File: config.mk
export PLATFORM = sky130hd
export DESIGN_NAME = eimp_ctrl
export DESIGN_NICKNAME = d
export VERILOG_FILES = /design/src/common/eimp_pkg.sv /design/src/hdl/eimp_ctrl.sv
export SDC_FILE = /design/constraint.sdc
export NUM_CORES = 1
export LEC_CHECK = 0
export BUFFER_PORTS_ARGS = -buffer_cell sky130_fd_sc_hd__clkbuf_2
export CAP_MARGIN = 20
export CORE_MARGIN = 2
export CORE_UTILIZATION = 40
export DETAILED_ROUTE_END_ITERATION = 8
export PLACE_DENSITY = 0.63
export SYNTH_ARGS = -nofsm -noshare
export SYNTH_HDL_FRONTEND = slang
export SYNTH_SLANG_ARGS = --single-unit
File: constraint.sdc
create_clock -name clock -period 3.95 [get_ports clock]
set_clock_uncertainty 0.15 [all_clocks]
set_input_delay 0.79 -clock clock [delete_from_list [all_inputs] [get_ports clock]]
set_output_delay 0.79 -clock clock [all_outputs]
set_load 0.05 [all_outputs]
File: src/common/eimp_pkg.sv
package eimp_pkg;
  // Register offsets
  localparam logic [7:0] EXT_ENABLE_ADDR = 8'hE6;
  localparam logic [7:0] PIN_CONFIG_ADDR = 8'hF4;
  localparam logic [7:0] EXT_PRIORITY_ADDR = 8'hF6;
  localparam logic [7:0] BASE_ENABLE_ADDR = 8'hA8;
  localparam logic [7:0] POWER_CONTROL_ADDR = 8'h87;
  localparam logic [7:0] PORT_A_SKIP_ADDR = 8'hD4;
  localparam logic [7:0] STATUS_ADDR = 8'hD5;
  // Reset values
  localparam logic [7:0] EXT_ENABLE_RESET = 8'h00;
  localparam logic [7:0] PIN_CONFIG_RESET = 8'h01;
  localparam logic [7:0] EXT_PRIORITY_RESET = 8'h00;
  localparam logic [7:0] ZERO_BYTE = 8'h00;
  // Writable bits of extended enable and priority
  localparam logic [7:0] EXT_WRITE_MASK = 8'hBD;
  // Field positions
  localparam int TIMER_C_BIT = 7;
  localparam int COMPARATOR_BIT = 5;
  localparam int COUNTER_ARRAY_BIT = 4;
  localparam int CONV_DONE_BIT = 3;
  localparam int CONV_WINDOW_BIT = 2;
  localparam int SMBUS_BIT = 0;
  localparam int GLOBAL_ENABLE_BIT = 7;
  localparam int EXT_A_ENABLE_BIT = 0;
  localparam int EXT_B_ENABLE_BIT = 2;
  localparam int EXT_B_POLARITY_BIT = 7;
  localparam int EXT_B_SELECT_LSB = 4;
  localparam int EXT_A_POLARITY_BIT = 3;
  localparam int EXT_A_SELECT_LSB = 0;
  localparam int SELECT_WIDTH = 3;
  localparam int IDLE_BIT = 0;
  localparam int STOP_BIT = 1;
  localparam int FLAG_LSB = 2;
  // Source indices in the request vector, in vector order
  localparam int SRC_EXT_A = 0;
  localparam int SRC_EXT_B = 1;
  localparam int SRC_SMBUS = 2;
  localparam int SRC_CONV_WINDOW = 3;
  localparam int SRC_CONV_DONE = 4;
  localparam int SRC_COUNTER_ARRAY = 5;
  localparam int SRC_COMPARATOR = 6;
  localparam int SRC_TIMER_C = 7;
  localparam int SRC_COUNT = 8;
  // Vector numbers per source
  localparam logic [3:0] VEC_EXT_A = 4'h0;
  localparam logic [3:0] VEC_EXT_B = 4'h2;
  localparam logic [3:0] VEC_SMBUS = 4'h7;
  localparam logic [3:0] VEC_CONV_WINDOW = 4'h9;
  localparam logic [3:0] VEC_CONV_DONE = 4'hA;
  localparam logic [3:0] VEC_COUNTER_ARRAY = 4'hB;
  localparam logic [3:0] VEC_COMPARATOR = 4'hC;
  localparam logic [3:0] VEC_TIMER_C = 4'hE;

  typedef enum logic [1:0] {
    EIMP_RUN = 2'b00,
    EIMP_IDLE = 2'b01,
    EIMP_STOP = 2'b10
  } eimp_power_e;
endpackage : eimp_pkg

File: src/hdl/eimp_ctrl.sv
// Strobed register access is this design's own decision.
`timescale 1ns/1ps
`default_nettype none
module eimp_ctrl #(
  parameter int PIN_COUNT = 8
) (
  // Clock and reset
  input wire logic clock,
  input wire logic rstn,
  // Register port
  input wire logic [7:0] reg_addr,
  input wire logic [7:0] reg_wdata,
  input wire logic reg_write,
  input wire logic reg_read,
  output logic [7:0] reg_rdata,
  // Port pins and peripheral flags
  input wire logic [PIN_COUNT-1:0] port_pins,
  input wire logic timer_c_low_overflow_flag,
  input wire logic timer_c_high_overflow_flag,
  input wire logic comparator_rise_flag,
  input wire logic comparator_fall_flag,
  input wire logic counter_array_flag,
  input wire logic conv_done_flag,
  input wire logic conv_window_flag,
  input wire logic smbus_flag,
  // CPU side
  input wire logic irq_ack,
  input wire logic irq_return,
  output logic irq_request,
  output logic [3:0] irq_vector,
  output logic irq_high,
  output logic cpu_halt,
  output logic osc_stop,
  output logic [PIN_COUNT-1:0] port_a_skip
);

  typedef struct packed {
    logic [7:0] ext_enable;
    logic [7:0] ext_priority;
    logic [7:0] pin_config;
    logic [7:0] base_enable;
    logic [5:0] gp_flags;
    logic [PIN_COUNT-1:0] skip;
    logic [PIN_COUNT-1:0] pin_meta;
    logic [PIN_COUNT-1:0] pin_sync;
    eimp_pkg::eimp_power_e power;
    logic high_active;
    logic low_active;
    logic [7:0] rdata;
    logic request;
    logic [3:0] vector;
    logic high;
    logic halt;
    logic stopped;
  } eimp_state_s;

  eimp_state_s cur;
  eimp_state_s next_cur;

  logic [eimp_pkg::SRC_COUNT-1:0] raw;
  logic [eimp_pkg::SRC_COUNT-1:0] enabled;
  logic [eimp_pkg::SRC_COUNT-1:0] prio;
  logic [eimp_pkg::SRC_COUNT-1:0] eligible;
  logic [3:0] vec_table [eimp_pkg::SRC_COUNT];
  logic ext_a_level;
  logic ext_b_level;
  logic any_high;
  logic any_low;
  logic [3:0] pick_vec;
  logic pick_high;
  logic pick_valid;
  logic global_on;
  logic may_present;
  logic ack_taken;
  logic wake;

  always_comb
  begin
    vec_table[eimp_pkg::SRC_EXT_A] = eimp_pkg::VEC_EXT_A;
    vec_table[eimp_pkg::SRC_EXT_B] = eimp_pkg::VEC_EXT_B;
    vec_table[eimp_pkg::SRC_SMBUS] = eimp_pkg::VEC_SMBUS;
    vec_table[eimp_pkg::SRC_CONV_WINDOW] = eimp_pkg::VEC_CONV_WINDOW;
    vec_table[eimp_pkg::SRC_CONV_DONE] = eimp_pkg::VEC_CONV_DONE;
    vec_table[eimp_pkg::SRC_COUNTER_ARRAY] = eimp_pkg::VEC_COUNTER_ARRAY;
    vec_table[eimp_pkg::SRC_COMPARATOR] = eimp_pkg::VEC_COMPARATOR;
    vec_table[eimp_pkg::SRC_TIMER_C] = eimp_pkg::VEC_TIMER_C;
  end

  // Selected pins, polarity applied; sampled only, never driven
  always_comb
  begin
    ext_a_level = cur.pin_sync[cur.pin_config[eimp_pkg::EXT_A_SELECT_LSB +: eimp_pkg::SELECT_WIDTH]]
      ~^ cur.pin_config[eimp_pkg::EXT_A_POLARITY_BIT];
    ext_b_level = cur.pin_sync[cur.pin_config[eimp_pkg::EXT_B_SELECT_LSB +: eimp_pkg::SELECT_WIDTH]]
      ~^ cur.pin_config[eimp_pkg::EXT_B_POLARITY_BIT];
  end

  always_comb
  begin
    raw[eimp_pkg::SRC_EXT_A] = ext_a_level;
    raw[eimp_pkg::SRC_EXT_B] = ext_b_level;
    raw[eimp_pkg::SRC_SMBUS] = smbus_flag;
    raw[eimp_pkg::SRC_CONV_WINDOW] = conv_window_flag;
    raw[eimp_pkg::SRC_CONV_DONE] = conv_done_flag;
    raw[eimp_pkg::SRC_COUNTER_ARRAY] = counter_array_flag;
    raw[eimp_pkg::SRC_COMPARATOR] = comparator_rise_flag | comparator_fall_flag;
    raw[eimp_pkg::SRC_TIMER_C] = timer_c_low_overflow_flag | timer_c_high_overflow_flag;
    enabled[eimp_pkg::SRC_EXT_A] = cur.base_enable[eimp_pkg::EXT_A_ENABLE_BIT];
    enabled[eimp_pkg::SRC_EXT_B] = cur.base_enable[eimp_pkg::EXT_B_ENABLE_BIT];
    enabled[eimp_pkg::SRC_SMBUS] = cur.ext_enable[eimp_pkg::SMBUS_BIT];
    enabled[eimp_pkg::SRC_CONV_WINDOW] = cur.ext_enable[eimp_pkg::CONV_WINDOW_BIT];
    enabled[eimp_pkg::SRC_CONV_DONE] = cur.ext_enable[eimp_pkg::CONV_DONE_BIT];
    enabled[eimp_pkg::SRC_COUNTER_ARRAY] = cur.ext_enable[eimp_pkg::COUNTER_ARRAY_BIT];
    enabled[eimp_pkg::SRC_COMPARATOR] = cur.ext_enable[eimp_pkg::COMPARATOR_BIT];
    enabled[eimp_pkg::SRC_TIMER_C] = cur.ext_enable[eimp_pkg::TIMER_C_BIT];
    prio = '0;
    prio[eimp_pkg::SRC_SMBUS] = cur.ext_priority[eimp_pkg::SMBUS_BIT];
    prio[eimp_pkg::SRC_CONV_WINDOW] = cur.ext_priority[eimp_pkg::CONV_WINDOW_BIT];
    prio[eimp_pkg::SRC_CONV_DONE] = cur.ext_priority[eimp_pkg::CONV_DONE_BIT];
    prio[eimp_pkg::SRC_COUNTER_ARRAY] = cur.ext_priority[eimp_pkg::COUNTER_ARRAY_BIT];
    prio[eimp_pkg::SRC_COMPARATOR] = cur.ext_priority[eimp_pkg::COMPARATOR_BIT];
    prio[eimp_pkg::SRC_TIMER_C] = cur.ext_priority[eimp_pkg::TIMER_C_BIT];
  end

  // Global enable over all masks; stop blocks everything
  assign global_on = cur.base_enable[eimp_pkg::GLOBAL_ENABLE_BIT]
    && cur.power != eimp_pkg::EIMP_STOP;
  assign eligible = global_on ? (raw & enabled) : '0;

  assign any_high = |(eligible & prio);
  assign any_low = |(eligible & ~prio);

  // Any enabled request, at either level, ends idle
  assign wake = cur.power == eimp_pkg::EIMP_IDLE && (any_high || any_low);

  // The CPU took the request that stands in the same cycle as its ack
  assign ack_taken = irq_ack && cur.request;

  // A new request may interrupt only a lower running level
  assign may_present = pick_valid && !cur.high_active
    && (pick_high || !cur.low_active);

  // High level first, then lowest vector number within a level
  always_comb
  begin
    pick_vec = 4'h0;
    pick_high = 1'b0;
    pick_valid = 1'b0;
    for (int i = eimp_pkg::SRC_COUNT - 1; i >= 0; i--)
    begin
      if (eligible[i] && (prio[i] || !any_high))
      begin
        pick_vec = vec_table[i];
        pick_high = prio[i];
        pick_valid = 1'b1;
      end
    end
  end

  always_comb
  begin
    next_cur = cur;
    next_cur.pin_meta = port_pins;
    next_cur.pin_sync = cur.pin_meta;
    next_cur.rdata = eimp_pkg::ZERO_BYTE;
    // Register writes
    if (reg_write)
    begin
      if (reg_addr == eimp_pkg::EXT_ENABLE_ADDR)
      begin
        next_cur.ext_enable = reg_wdata & eimp_pkg::EXT_WRITE_MASK;
      end
      else if (reg_addr == eimp_pkg::EXT_PRIORITY_ADDR)
      begin
        next_cur.ext_priority = reg_wdata & eimp_pkg::EXT_WRITE_MASK;
      end
      else if (reg_addr == eimp_pkg::PIN_CONFIG_ADDR)
      begin
        next_cur.pin_config = reg_wdata;
      end
      else if (reg_addr == eimp_pkg::BASE_ENABLE_ADDR)
      begin
        next_cur.base_enable = reg_wdata;
      end
      else if (reg_addr == eimp_pkg::PORT_A_SKIP_ADDR)
      begin
        next_cur.skip = reg_wdata[PIN_COUNT-1:0];
      end
      else if (reg_addr == eimp_pkg::POWER_CONTROL_ADDR)
      begin
        next_cur.gp_flags = reg_wdata[7:eimp_pkg::FLAG_LSB];
        // Mode bits act only while running; stop is left by reset alone
        if (cur.power != eimp_pkg::EIMP_RUN)
        begin
          next_cur.power = cur.power;
        end
        else if (reg_wdata[eimp_pkg::STOP_BIT])
        begin
          next_cur.power = eimp_pkg::EIMP_STOP;
        end
        else if (reg_wdata[eimp_pkg::IDLE_BIT])
        begin
          next_cur.power = eimp_pkg::EIMP_IDLE;
        end
      end
    end
    // Register reads, data one cycle later
    if (reg_read)
    begin
      if (reg_addr == eimp_pkg::EXT_ENABLE_ADDR)
      begin
        next_cur.rdata = cur.ext_enable;
      end
      else if (reg_addr == eimp_pkg::EXT_PRIORITY_ADDR)
      begin
        next_cur.rdata = cur.ext_priority;
      end
      else if (reg_addr == eimp_pkg::PIN_CONFIG_ADDR)
      begin
        next_cur.rdata = cur.pin_config;
      end
      else if (reg_addr == eimp_pkg::BASE_ENABLE_ADDR)
      begin
        next_cur.rdata = cur.base_enable;
      end
      else if (reg_addr == eimp_pkg::PORT_A_SKIP_ADDR)
      begin
        next_cur.rdata = cur.skip;
      end
      else if (reg_addr == eimp_pkg::POWER_CONTROL_ADDR)
      begin
        next_cur.rdata = {cur.gp_flags, 2'b00};
      end
      else if (reg_addr == eimp_pkg::STATUS_ADDR)
      begin
        next_cur.rdata = {cur.high_active, cur.low_active, 4'h0, cur.power};
      end
    end
    // Enabled request wakes from idle only
    if (wake)
    begin
      next_cur.power = eimp_pkg::EIMP_RUN;
    end
    // Handler nesting
    if (ack_taken)
    begin
      if (cur.high)
      begin
        next_cur.high_active = 1'b1;
      end
      else
      begin
        next_cur.low_active = 1'b1;
      end
    end
    else if (irq_return)
    begin
      if (cur.high_active)
      begin
        next_cur.high_active = 1'b0;
      end
      else
      begin
        next_cur.low_active = 1'b0;
      end
    end
    // Present request if it may preempt the running level
    next_cur.request = may_present && !ack_taken;
    next_cur.vector = pick_vec;
    next_cur.high = pick_high;
    // Halt and stop outputs registered with the mode itself
    next_cur.halt = next_cur.power != eimp_pkg::EIMP_RUN;
    next_cur.stopped = next_cur.power == eimp_pkg::EIMP_STOP;
  end

  // Reset returns to run, so the CPU restarts at its reset vector
  always_ff @(posedge clock or negedge rstn)
  begin
    if (!rstn)
    begin
      cur <= '{
        ext_enable: eimp_pkg::EXT_ENABLE_RESET,
        ext_priority: eimp_pkg::EXT_PRIORITY_RESET,
        pin_config: eimp_pkg::PIN_CONFIG_RESET,
        base_enable: eimp_pkg::ZERO_BYTE,
        gp_flags: '0,
        skip: '0,
        pin_meta: '0,
        pin_sync: '0,
        power: eimp_pkg::EIMP_RUN,
        high_active: 1'b0,
        low_active: 1'b0,
        rdata: eimp_pkg::ZERO_BYTE,
        request: 1'b0,
        vector: 4'h0,
        high: 1'b0,
        halt: 1'b0,
        stopped: 1'b0
      };
    end
    else
    begin
      cur <= next_cur;
    end
  end

  assign reg_rdata = cur.rdata;
  assign irq_request = cur.request;
  assign irq_vector = cur.vector;
  assign irq_high = cur.high;
  assign cpu_halt = cur.halt;
  assign osc_stop = cur.stopped;
  assign port_a_skip = cur.skip;

endmodule : eimp_ctrl
`default_nettype wire

==> results of run 1 <==
## power breakdown
group | total [mW] | internal [mW] | switching [mW]
Sequential | 0.857 | 0.830 | 0.0266
Combinational | 0.140 | 0.0507 | 0.0895
Clock | 0.656 | 0.373 | 0.283
## kinds of logic (layout without fill, tap and decap cells)
kind of cell / after synthesis / count (layout)
multiplexers: 48 / 48
flip-flops: 78 / 78
AND/OR/NAND/NOR: 123 / 123
AO/OA/AOI/OAI: 67 / 67
buffers and inverters: 39 / 83
## final cells by class
type	count	area (sq um)
clock buffer	11	141.4
clock inverter	5	82.58
fill	901	5256
inverter	6	22.52
multi-input combinational	238	1754
sequential	78	1953
tap	133	166.4
timing repair buffer	61	307.8
## path summary, 6_finish.rpt
path	startpoint	endpoint	depth (start not counted)
setup / recovery	cur[58]	irq_vector[1]	6
hold / removal	cur[32]	cur[24]	0
setup reg to reg	cur[58]	irq_vector[1]	6
hold reg to reg	cur[32]	cur[24]	0
max in group asynchronous	rstn	cur[74]	1
min in group asynchronous	rstn	cur[19]	1
## state kept, by name, indices dropped and copies added (netlist names)
register / count
cpu_halt: 1
irq_request: 1
port_a_skip: 8
reg_rdata: 8
irq_high: 1
cur: 54
osc_stop: 1
irq_vector: 4
## layer usage
layer	vias to the layer above	track usage, %	wire [microns]
met1	1344	25.71	4193
met2	91	27.39	4284
met4	0	6.275	133
met3	9	3.495	545
li1	1354	-	-
met5	-	0	0
## cell usage after synthesis, drive strengths merged (2+ instances only)
cell type and instances:
buf 29, mux4 4, and3 3, mux2 37
nand3b 4, a221oi 3, nand3 10, nor2 22
nand2 47, nand2b 5, dfrtp 77, o221a 4
a21oi 14, a2bb2oi 2, o2bb2ai 3, inv 6
o21a 4, clkbuf 4, mux2i 7, nor3 5
a211oi 2, nand4b 2, and2 3, a31oi 2
and4 4, nand4 9, or2 2, o21ai 20
nor4b 2, a22oi 2
## per-stage QoR
step,power (mW),hold slack [ns],cells
5_1_grt,1.724,0.2109,532
3_3_place_gp,1.011,0.1830,516
2_1_floorplan,0.9533,0.1812,355
6_report,1.653,0.2011,532
4_1_cts,1.672,0.2031,532
3_5_place_dp,1.013,0.1847,516
## worst reg2reg max path, cell delays in order, from the launching register on
cell and delay, ns:
dfstp_2 0.58, mux4_1 0.56, mux2i_1 0.20, mux2i_1 0.47, nand3_1 0.17, a32o_1 0.30
a31o_1 0.19
==> impl_results.md, run 1 <==
- Via count: 2798
- Initial Util: around two fifths
- Leakage: 2.122 nW
- Fin crit period: 2.718 ns
- Critical path arrival: between 2 and 3 ns
- Gate Count Post-Synth: between 300 and 400
- Die width: 103.4 microns
- CP Cell Sequence: mux4_1, mux2i_1, mux2i_1, nand3_1, a32o_1, a31o_1
- FP Rows: 36
- Least-Margin Pin Slew: 0.9530 ns
- Antenna Nets Post-Route: 0
- Main combinational cell family by area after synthesis: simple AND/OR/NAND/NOR gates
- Ports: between 60 and 70
- CORE AREA: 9684 sq um
- Post-Syn Nets: a little under 400
- Worst-Skew Late Latency: about 0.34 ns
- Per-cell routed wire length: around 17 microns
- # DRC: 0
- First drt pass iteration count: 4
- Die ar.: about 11000 sq um
- Critical path's slowest cell: dfstp_2
- Final worst slack: 1.232 ns
- Ys flop type: dfrtp_1
- Yosys top cell area share: between 40% and 50%
- Ys async rst share: 100.0%
- DP Area: 4204 sq um
- CP Max Fanout: 4
- H-tree depth: 3
- CTS tree: built
- Vias in the first global route: 2661
- Worst slack, placed: 1.118 ns
- Root buffer cell: clkbuf_8
- Via-per-instance ratio: ~5.3
- Synth Area in Adders: 0%
- Synth Area in Compound Gates: about an eighth
- CP endpoint kind: flip-flop
- Largest stage delay, worst path: 0.58 ns
- Crit share post-route: roughly 69%
- Number of gates resized after CTS: 0
- Post-synthesis mux area share: between 10% and 20%
- Number of CTS-inserted buffers: 9
- # diodes: 0
- Share of layout cells above drive strength 1: around 30%
- Ys Warns: 0
- Dpl hpwl: about 7000 microns
- Buffers & Inverters on Critical Path: 0
- Register area share after synthesis: 49.41%
- Routed Wire Length: ~9200 microns
- Leading cell types in the layout, fill and taps excluded: dfrtp_1 (77), clkbuf_2 (60), nand2_1 (45)
- Post-cts hold buffer count: 0
- Largest net degree at the start of global routing: 79
- Buffers on Ports: between 60 and 70
- Library cells used by synthesis: ~60
- Post-synthesis simple-gate area fraction: between 15 and 20%
- CP required: about 4 ns
- Max-cap violation count: 0
- Hold Crit Class: reg2reg
- DIE HEIGHT: between 100 and 150 microns
- Peak VDD IR: 218.0 uV
- Placer congestion estimate: roughly 0.88
- Fin Setup TNS: 0 ns
- Post-CTS Repair Setup Buffers: 0
- Slew HR: between 30 and 40%
- Cell family with most CP delay: multiplexers
- Post-Synth XOR/XNOR Area: 0%
- Max frequency: ~370 MHz
- Slew Limit Fails: 0
- RSZ-0062 raised after global routing: no
- Dominant cell type by area after synthesis: dfrtp_1
- Iteration-0 DRC Markers: 207
- Setup CP Type: reg2reg
- Syn_area_per_cell: around 11 sq um
- GRT overflow: 0
- Crit path launch type: flip-flop
- Most used cell, CP: mux2i_1
- FF-to-FF setup slack: between 1 and 1.5 ns
- Clk sinks: 78
- Fin. Hold Viols: 0
- PD cells: 373.3 nW/um^2
- Area Growth Syn to Fin: 12.03%
- Post-synth EDFFs: 0
- Status: finished, final reports clean
- Fin util: between 40 and 50%
- Design Area, Final: roughly 4400 sq um
- Initial antenna violation count: 0
- Most common cell after layout, fill and taps aside: dfrtp_1
- GRT Total Usage: roughly 18%
- Mapped cell area: roughly 4000 sq um
- Worst-path clk slew: ~0.080 ns
- Synth Register Bits: 78
- Final nets: between 400 and 500
- Largest buffer count on any clock path: 2
- Top area cells in the synthesized netlist: dfrtp_1 (49%), mux2_2 (6.0%), mux2_1 (4.6%), nand2_1 (4.3%), buf_4 (3.8%)
- First-pass GRT wire length: 14210 microns
- Setup violators final: 0
Note: power is estimated with default switching activity, not from simulation.
==> inputs of run 2 (changes only) <==
==> constraint.sdc (replaced) <==
create_clock -name clock -period 2.53 [get_ports clock]
set_clock_uncertainty 0.15 [all_clocks]
set_input_delay 0.506 -clock clock [delete_from_list [all_inputs] [get_ports clock]]
set_output_delay 0.506 -clock clock [all_outputs]
set_load 0.05 [all_outputs]
==> run 2 against run 1 <==
Sequential share of layout area is 1.2 points lower. Critical endpoint is now cpu_halt. Count of clock-buffer cells in the layout is 1 lower. Register-to-register slack worse by 1.2 ns. Highest routed layer unchanged. Utilization is 1.3 points higher. Die area stayed put. Critical path depth is 1 higher. Non-clock buffer count is 17 higher. Cell count is 3.2% higher. Via count is 7.4% higher. Hold slack worse by 0.10 ns. Flip-flop and latch count stayed put. Setup slack worse by 1.2 ns.
==> impl_results.md, run 2 (synthesized netlist as in run 1, its figures left out) <==
- Status: finished, final reports clean
- Max frequency: approximately 410 MHz
- DIE HEIGHT: 103.4 microns
- PD cells: approximately 550 nW/um^2
- Slew Limit Fails: 0
- First-pass GRT wire length: 14770 microns
- Ports: between 60 and 70
- Leading cell types in the layout, fill and taps excluded: dfrtp_1 (77), clkbuf_2 (60), nand2_1 (45)
- Peak VDD IR: 422.7 uV
- Number of CTS-inserted buffers: 9
- Dpl hpwl: approximately 7100 microns
- Final std cells w/o fill: between 500 and 600
- GRT Total Usage: 18.55%
- Worst-path clk slew: ~0.080 ns
- Slew HR: between 60% and 70%
- Iteration-0 DRC Markers: 135
- Setup CP Type: reg2reg
- CTS tree: built
- Antenna Nets Post-Route: 0
- Via-per-instance ratio: between 5 and 6
- Cell family with most CP delay: multiplexers
- Leakage: 2.211 nW
- Max-cap violation count: 0
- Largest stage delay, worst path: between 0.5 and 0.6 ns
- # DRC: 0
- RSZ-0062 raised after global routing: yes
- Share of layout cells above drive strength 1: approximately a third
- Largest buffer count on any clock path: 2
- CP Cell Sequence: mux4_2, mux2i_2, mux2i_1, buf_4, nor2_2, and4_4, a211o_1
- Die width: between 100 and 150 microns
- Final nets: between 400 and 500
- CP required: around 2.6 ns
- Fin crit period: ~2.5 ns
- Crit share post-route: just under 100%
- GRT overflow: 0
- Fillers: between 900 and 1000
- DP Cell Count: 530
- FP Rows: 36
- Setup violators final: 0
- Crit path launch type: flip-flop
- Fin. Hold Viols: 0
- Worst-Skew Late Latency: 0.36 ns
- Most common cell after layout, fill and taps aside: dfrtp_1
- Critical path arrival: ~2.6 ns
- H-tree depth: 3
- Via count: 3006
- Area Growth Syn to Fin: 15.19%
- Root buffer cell: clkbuf_8
- Largest register by flop count: cur
- Buffers & Inverters on Critical Path: 1
- Worst slack, placed: -0.03689 ns
- Buffers on Ports: 61
- Per-cell routed wire length: between 15 and 20 microns
- Clk sinks: 78
- CP endpoint kind: flip-flop
- CP Max Fanout: 3
- CORE AREA: around 9700 sq um
- # diodes: 0
- Max reg flops: 54
- First drt pass iteration count: 5
- Vias in the first global route: 2903
- Initial antenna violation count: 0
- Largest net degree at the start of global routing: 44
- Placer congestion estimate: around 0.95
- Initial Util: between 40% and 50%
- Routed Wire Length: ~9400 microns
- Final worst slack: approximately 0.074 ns
- Die ar.: roughly 11000 sq um
- Least-Margin Pin Slew: between 0.4 and 0.5 ns
- Critical path's slowest cell: dfstp_2
- Hold Crit Class: in2reg
==> run 2: path summary, 6_finish.rpt <==
check / startpoint / endpoint / slack [ns] / depth (start not counted)
hold reg to reg: cur[30] / cur[22] / 0.20 / 0
max in group asynchronous: rstn / cur[58] / 1.08 / 3
setup / recovery: cur[58] / cpu_halt / 0.07 / 7
hold / removal: port_pins[3] / cur[31] / 0.1 / 1
min in group asynchronous: rstn / osc_stop / 0.50 / 2
setup reg to reg: cur[58] / cpu_halt / 0.07 / 7
==> run 2: final cells by class <==
type,instances,area [sq um],area share (%)
clock inverter,6,70.07,1.539
tap,133,166.4,3.655
sequential,78,1953,42.90
inverter,6,22.52,0.4946
clock buffer,10,127.6,2.803
timing repair buffer,78,462.9,10.17
multi-input combinational,238,1750,38.44
==> run 2: stage by stage <==
| step | total power, mW | utilization (%) | hold slack [ns] | setup TNS [ns] | cell area (sq um) |
|---|---|---|---|---|---|
| finish | 2.510 | 47.02 | 0.09650 | 0 | 4553 |
| global route | 2.610 | 47.02 | 0.08475 | -0.07034 | 4553 |
| CTS | 2.533 | 46.94 | 0.08732 | 0 | 4546 |
| detailed placement | 1.594 | 44.75 | 0.1855 | -0.03689 | 4334 |
| global placement | 1.588 | 44.75 | 0.1828 | 0 | 4334 |
| floorplan | 1.488 | - | 0.06041 | 0 | 3953 |
==> run 2: what timing repair did <==
item	in CTS	in global routing
buffers inserted	1	1
endpoints found under the hold margin	35	0
hold buffers	1	0
setup endpoints to repair	1	4
resized for setup	1	2
pin swaps	0	2
==> run 2: metal layers <==
metal / vias up / GRT usage, % / routed length (microns)
met2: 111 / 29.53 / 4590
met3: 25 / 3.898 / 489
met5: - / 0 / 0
met1: 1481 / 24.52 / 4067
li1: 1389 / - / -
met4: 0 / 8.198 / 269
==> run 2: worst register-to-register path, stage by stage (launching register included) <==
cell and delay, ns:
dfstp_2 0.58, mux4_2 0.53, mux2i_2 0.20, mux2i_1 0.26, buf_4 0.15, nor2_2 0.04
and4_4 0.18, a211o_1 0.25
==> run 2: power breakdown <==
part	internal (mW)	switching, mW	total, mW
registers	1.30	0.0427	1.34
clock network	0.463	0.474	0.937
logic	0.0914	0.144	0.235
total	1.85	0.660	2.51
==> inputs of run 3 (changes only) <==
--- a/config.mk
+++ b/config.mk
@@ -11,6 +11,7 @@
 export CORE_UTILIZATION = 40
 export DETAILED_ROUTE_END_ITERATION = 8
 export PLACE_DENSITY = 0.63
+export RECOVER_POWER = 25
 export SYNTH_ARGS = -nofsm -noshare
 export SYNTH_HDL_FRONTEND = slang
 export SYNTH_SLANG_ARGS = --single-unit
==> run 3 against run 2 <==
Sequential power is essentially flat. Cell area barely moved. Global-route usage is the same. Routed wire length down 0.14%. Sequential share of layout area hardly changed. Clock power is essentially flat. Combinational power about the same. Register-to-register slack is essentially flat. Total power about the same. Utilization hardly changed. Maximum frequency about the same. Largest power group unchanged.
==> impl_results.md, run 3 (synthesized netlist as in run 1, its figures left out) <==
- GRT overflow: 0
- Final worst slack: 0.07401 ns
- Least-Margin Pin Slew: about 0.95 ns
- Slew HR: between 30 and 40%
- Setup CP Type: reg2reg
- Die width: 103.4 microns
- DIE HEIGHT: 103.4 microns
- Iteration-0 DRC Markers: between 100 and 150
- Reg2reg end: cpu_halt
- Status: finished, final reports clean
- Leakage: between 2 and 2.5 nW
- PD cells: 551.5 nW/um^2
- Final nets: between 400 and 500
- Hold path depth: 1
- Fin Setup TNS: 0 ns
- Via count: 3001
- Largest net degree at the start of global routing: 44
- Root buffer cell: clkbuf_8
- Final std cells w/o fill: approximately 550
- CP endpoint kind: flip-flop
- DP Cell Count: 530
- FP Rows: 36
- Ports: just over 60
- Dpl hpwl: just over 7000 microns
- Clk sinks: 78
- Grt peak-use layer: met2
- Share of layout cells above drive strength 1: between 30% and 40%
- Max reg flops: between 50 and 60
- Worst-path clk slew: around 0.080 ns
- Initial antenna violation count: 0
- Largest register by flop count: cur
- Hold Crit Start: port_pins[3]
- Placer congestion estimate: about 0.95
- Worst Hold End: cur[31]
- Largest buffer count on any clock path: 2
- # diodes: 0
- Fin util: a little under half
- Crit share post-route: 97.07%
- FF-to-FF path depth: 7
- R2r startpoint: cur[58]
- Critical path arrival: 2.55 ns
- FF-to-FF setup slack: roughly 0.074 ns
- H-tree depth: 3
- First-pass GRT wire length: 14770 microns
- Worst slack, placed: -0.03689 ns
- CP required: between 2 and 3 ns
- Leading cell types in the layout, fill and taps excluded: dfrtp_1 (77), clkbuf_2 (61), nand2_1 (45)
- Fin crit period: about 2.5 ns
- First drt pass iteration count: 5
- Met3 Usage GRT: around 4%
- Max-cap violation count: 0
- Most common cell after layout, fill and taps aside: dfrtp_1
- Crit path launch type: flip-flop
- Routed Wire Length: approximately 9400 microns
- Max frequency: ~410 MHz
- Die ar.: around 11000 sq um
- Fin. Hold Viols: 0
- Hold Crit Class: in2reg
- CORE AREA: around 9700 sq um
- Met1 Resource Use GR: around a quarter
- Per-cell routed wire length: roughly 17 microns
- Area Growth Syn to Fin: 15.13%
- Met2 Use GR: between 20% and 30%
- RSZ-0062 raised after global routing: yes
- CTS tree: built
- GRT Total Usage: between 10% and 20%
- Worst-Skew Late Latency: ~0.36 ns
- Initial Util: about two fifths
- Setup violators final: 0
- Via-per-instance ratio: between 5 and 6
- Slew Limit Fails: 0
- Buffers on Ports: 61
- Peak VDD IR: roughly 420 uV
- CP Max Fanout: 3
- Vias in the first global route: about 2900
- Number of CTS-inserted buffers: 9
- Antenna Nets Post-Route: 0
- # DRC: 0
## run 3: worst max path at each step
stage | depth (start not counted) | to | slack, ns | start
after global routing | 7 | irq_request | -0.04 | cur[58]
after floorplan | 6 | irq_vector[1] | 0.17 | cur[58]
after detailed placement | 6 | irq_vector[1] | -0.04 | cur[58]
after global placement | 6 | irq_vector[1] | 0.0004 | cur[58]
after CTS | 7 | cpu_halt | 0.004 | cur[58]
final | 7 | cpu_halt | 0.07 | cur[58]
## run 3: area by class of cell
| type | instances | area, sq um |
|---|---|---|
| clock buffer | 10 | 127.6 |
| clock inverter | 6 | 70.07 |
| fill | 919 | 5134 |
| inverter | 6 | 22.52 |
| multi-input combinational | 238 | 1750 |
| sequential | 78 | 1953 |
| tap | 133 | 166.4 |
| timing repair buffer | 78 | 460.4 |
## run 3: per-stage QoR
step                cell area (sq um)  hold WS (ns)  total power, mW
CTS                              4546       0.08732            2.533
floorplan                        3953       0.06041            1.488
finish                           4551       0.09654            2.510
detailed placement               4334        0.1855            1.594
global route                     4551       0.08475            2.610
global placement                 4334        0.1828            1.588
## run 3: worst max-delay path, stage by stage, from the launching register on
cell	delay, ns
dfstp_2	0.58
mux4_2	0.53
mux2i_2	0.20
mux2i_1	0.26
buf_4	0.15
nor2_2	0.04
and4_4	0.18
a211o_1	0.25
## run 3: timing repair
action	CTS	global route
setup buffers	1	1
setup endpoints to repair	1	4
endpoints found under the hold margin	35	0
resized for setup	1	2
hold buffers	1	0
pin swaps	0	2
gates cloned	0	0
## run 3: per-layer routing
| metal | vias up | share of wire, % |
|---|---|---|
| met2 | 111 | 49 |
| li1 | 1389 | - |
| met3 | 23 | 5.2 |
| met4 | 0 | 2.8 |
| met1 | 1478 | 43 |
| met5 | - | 0 |
## run 3: power by group
part           switching, mW  internal (mW)  total (mW)
clock                  0.474          0.463       0.937
sequential            0.0426           1.30        1.34
combinational          0.143         0.0909       0.234
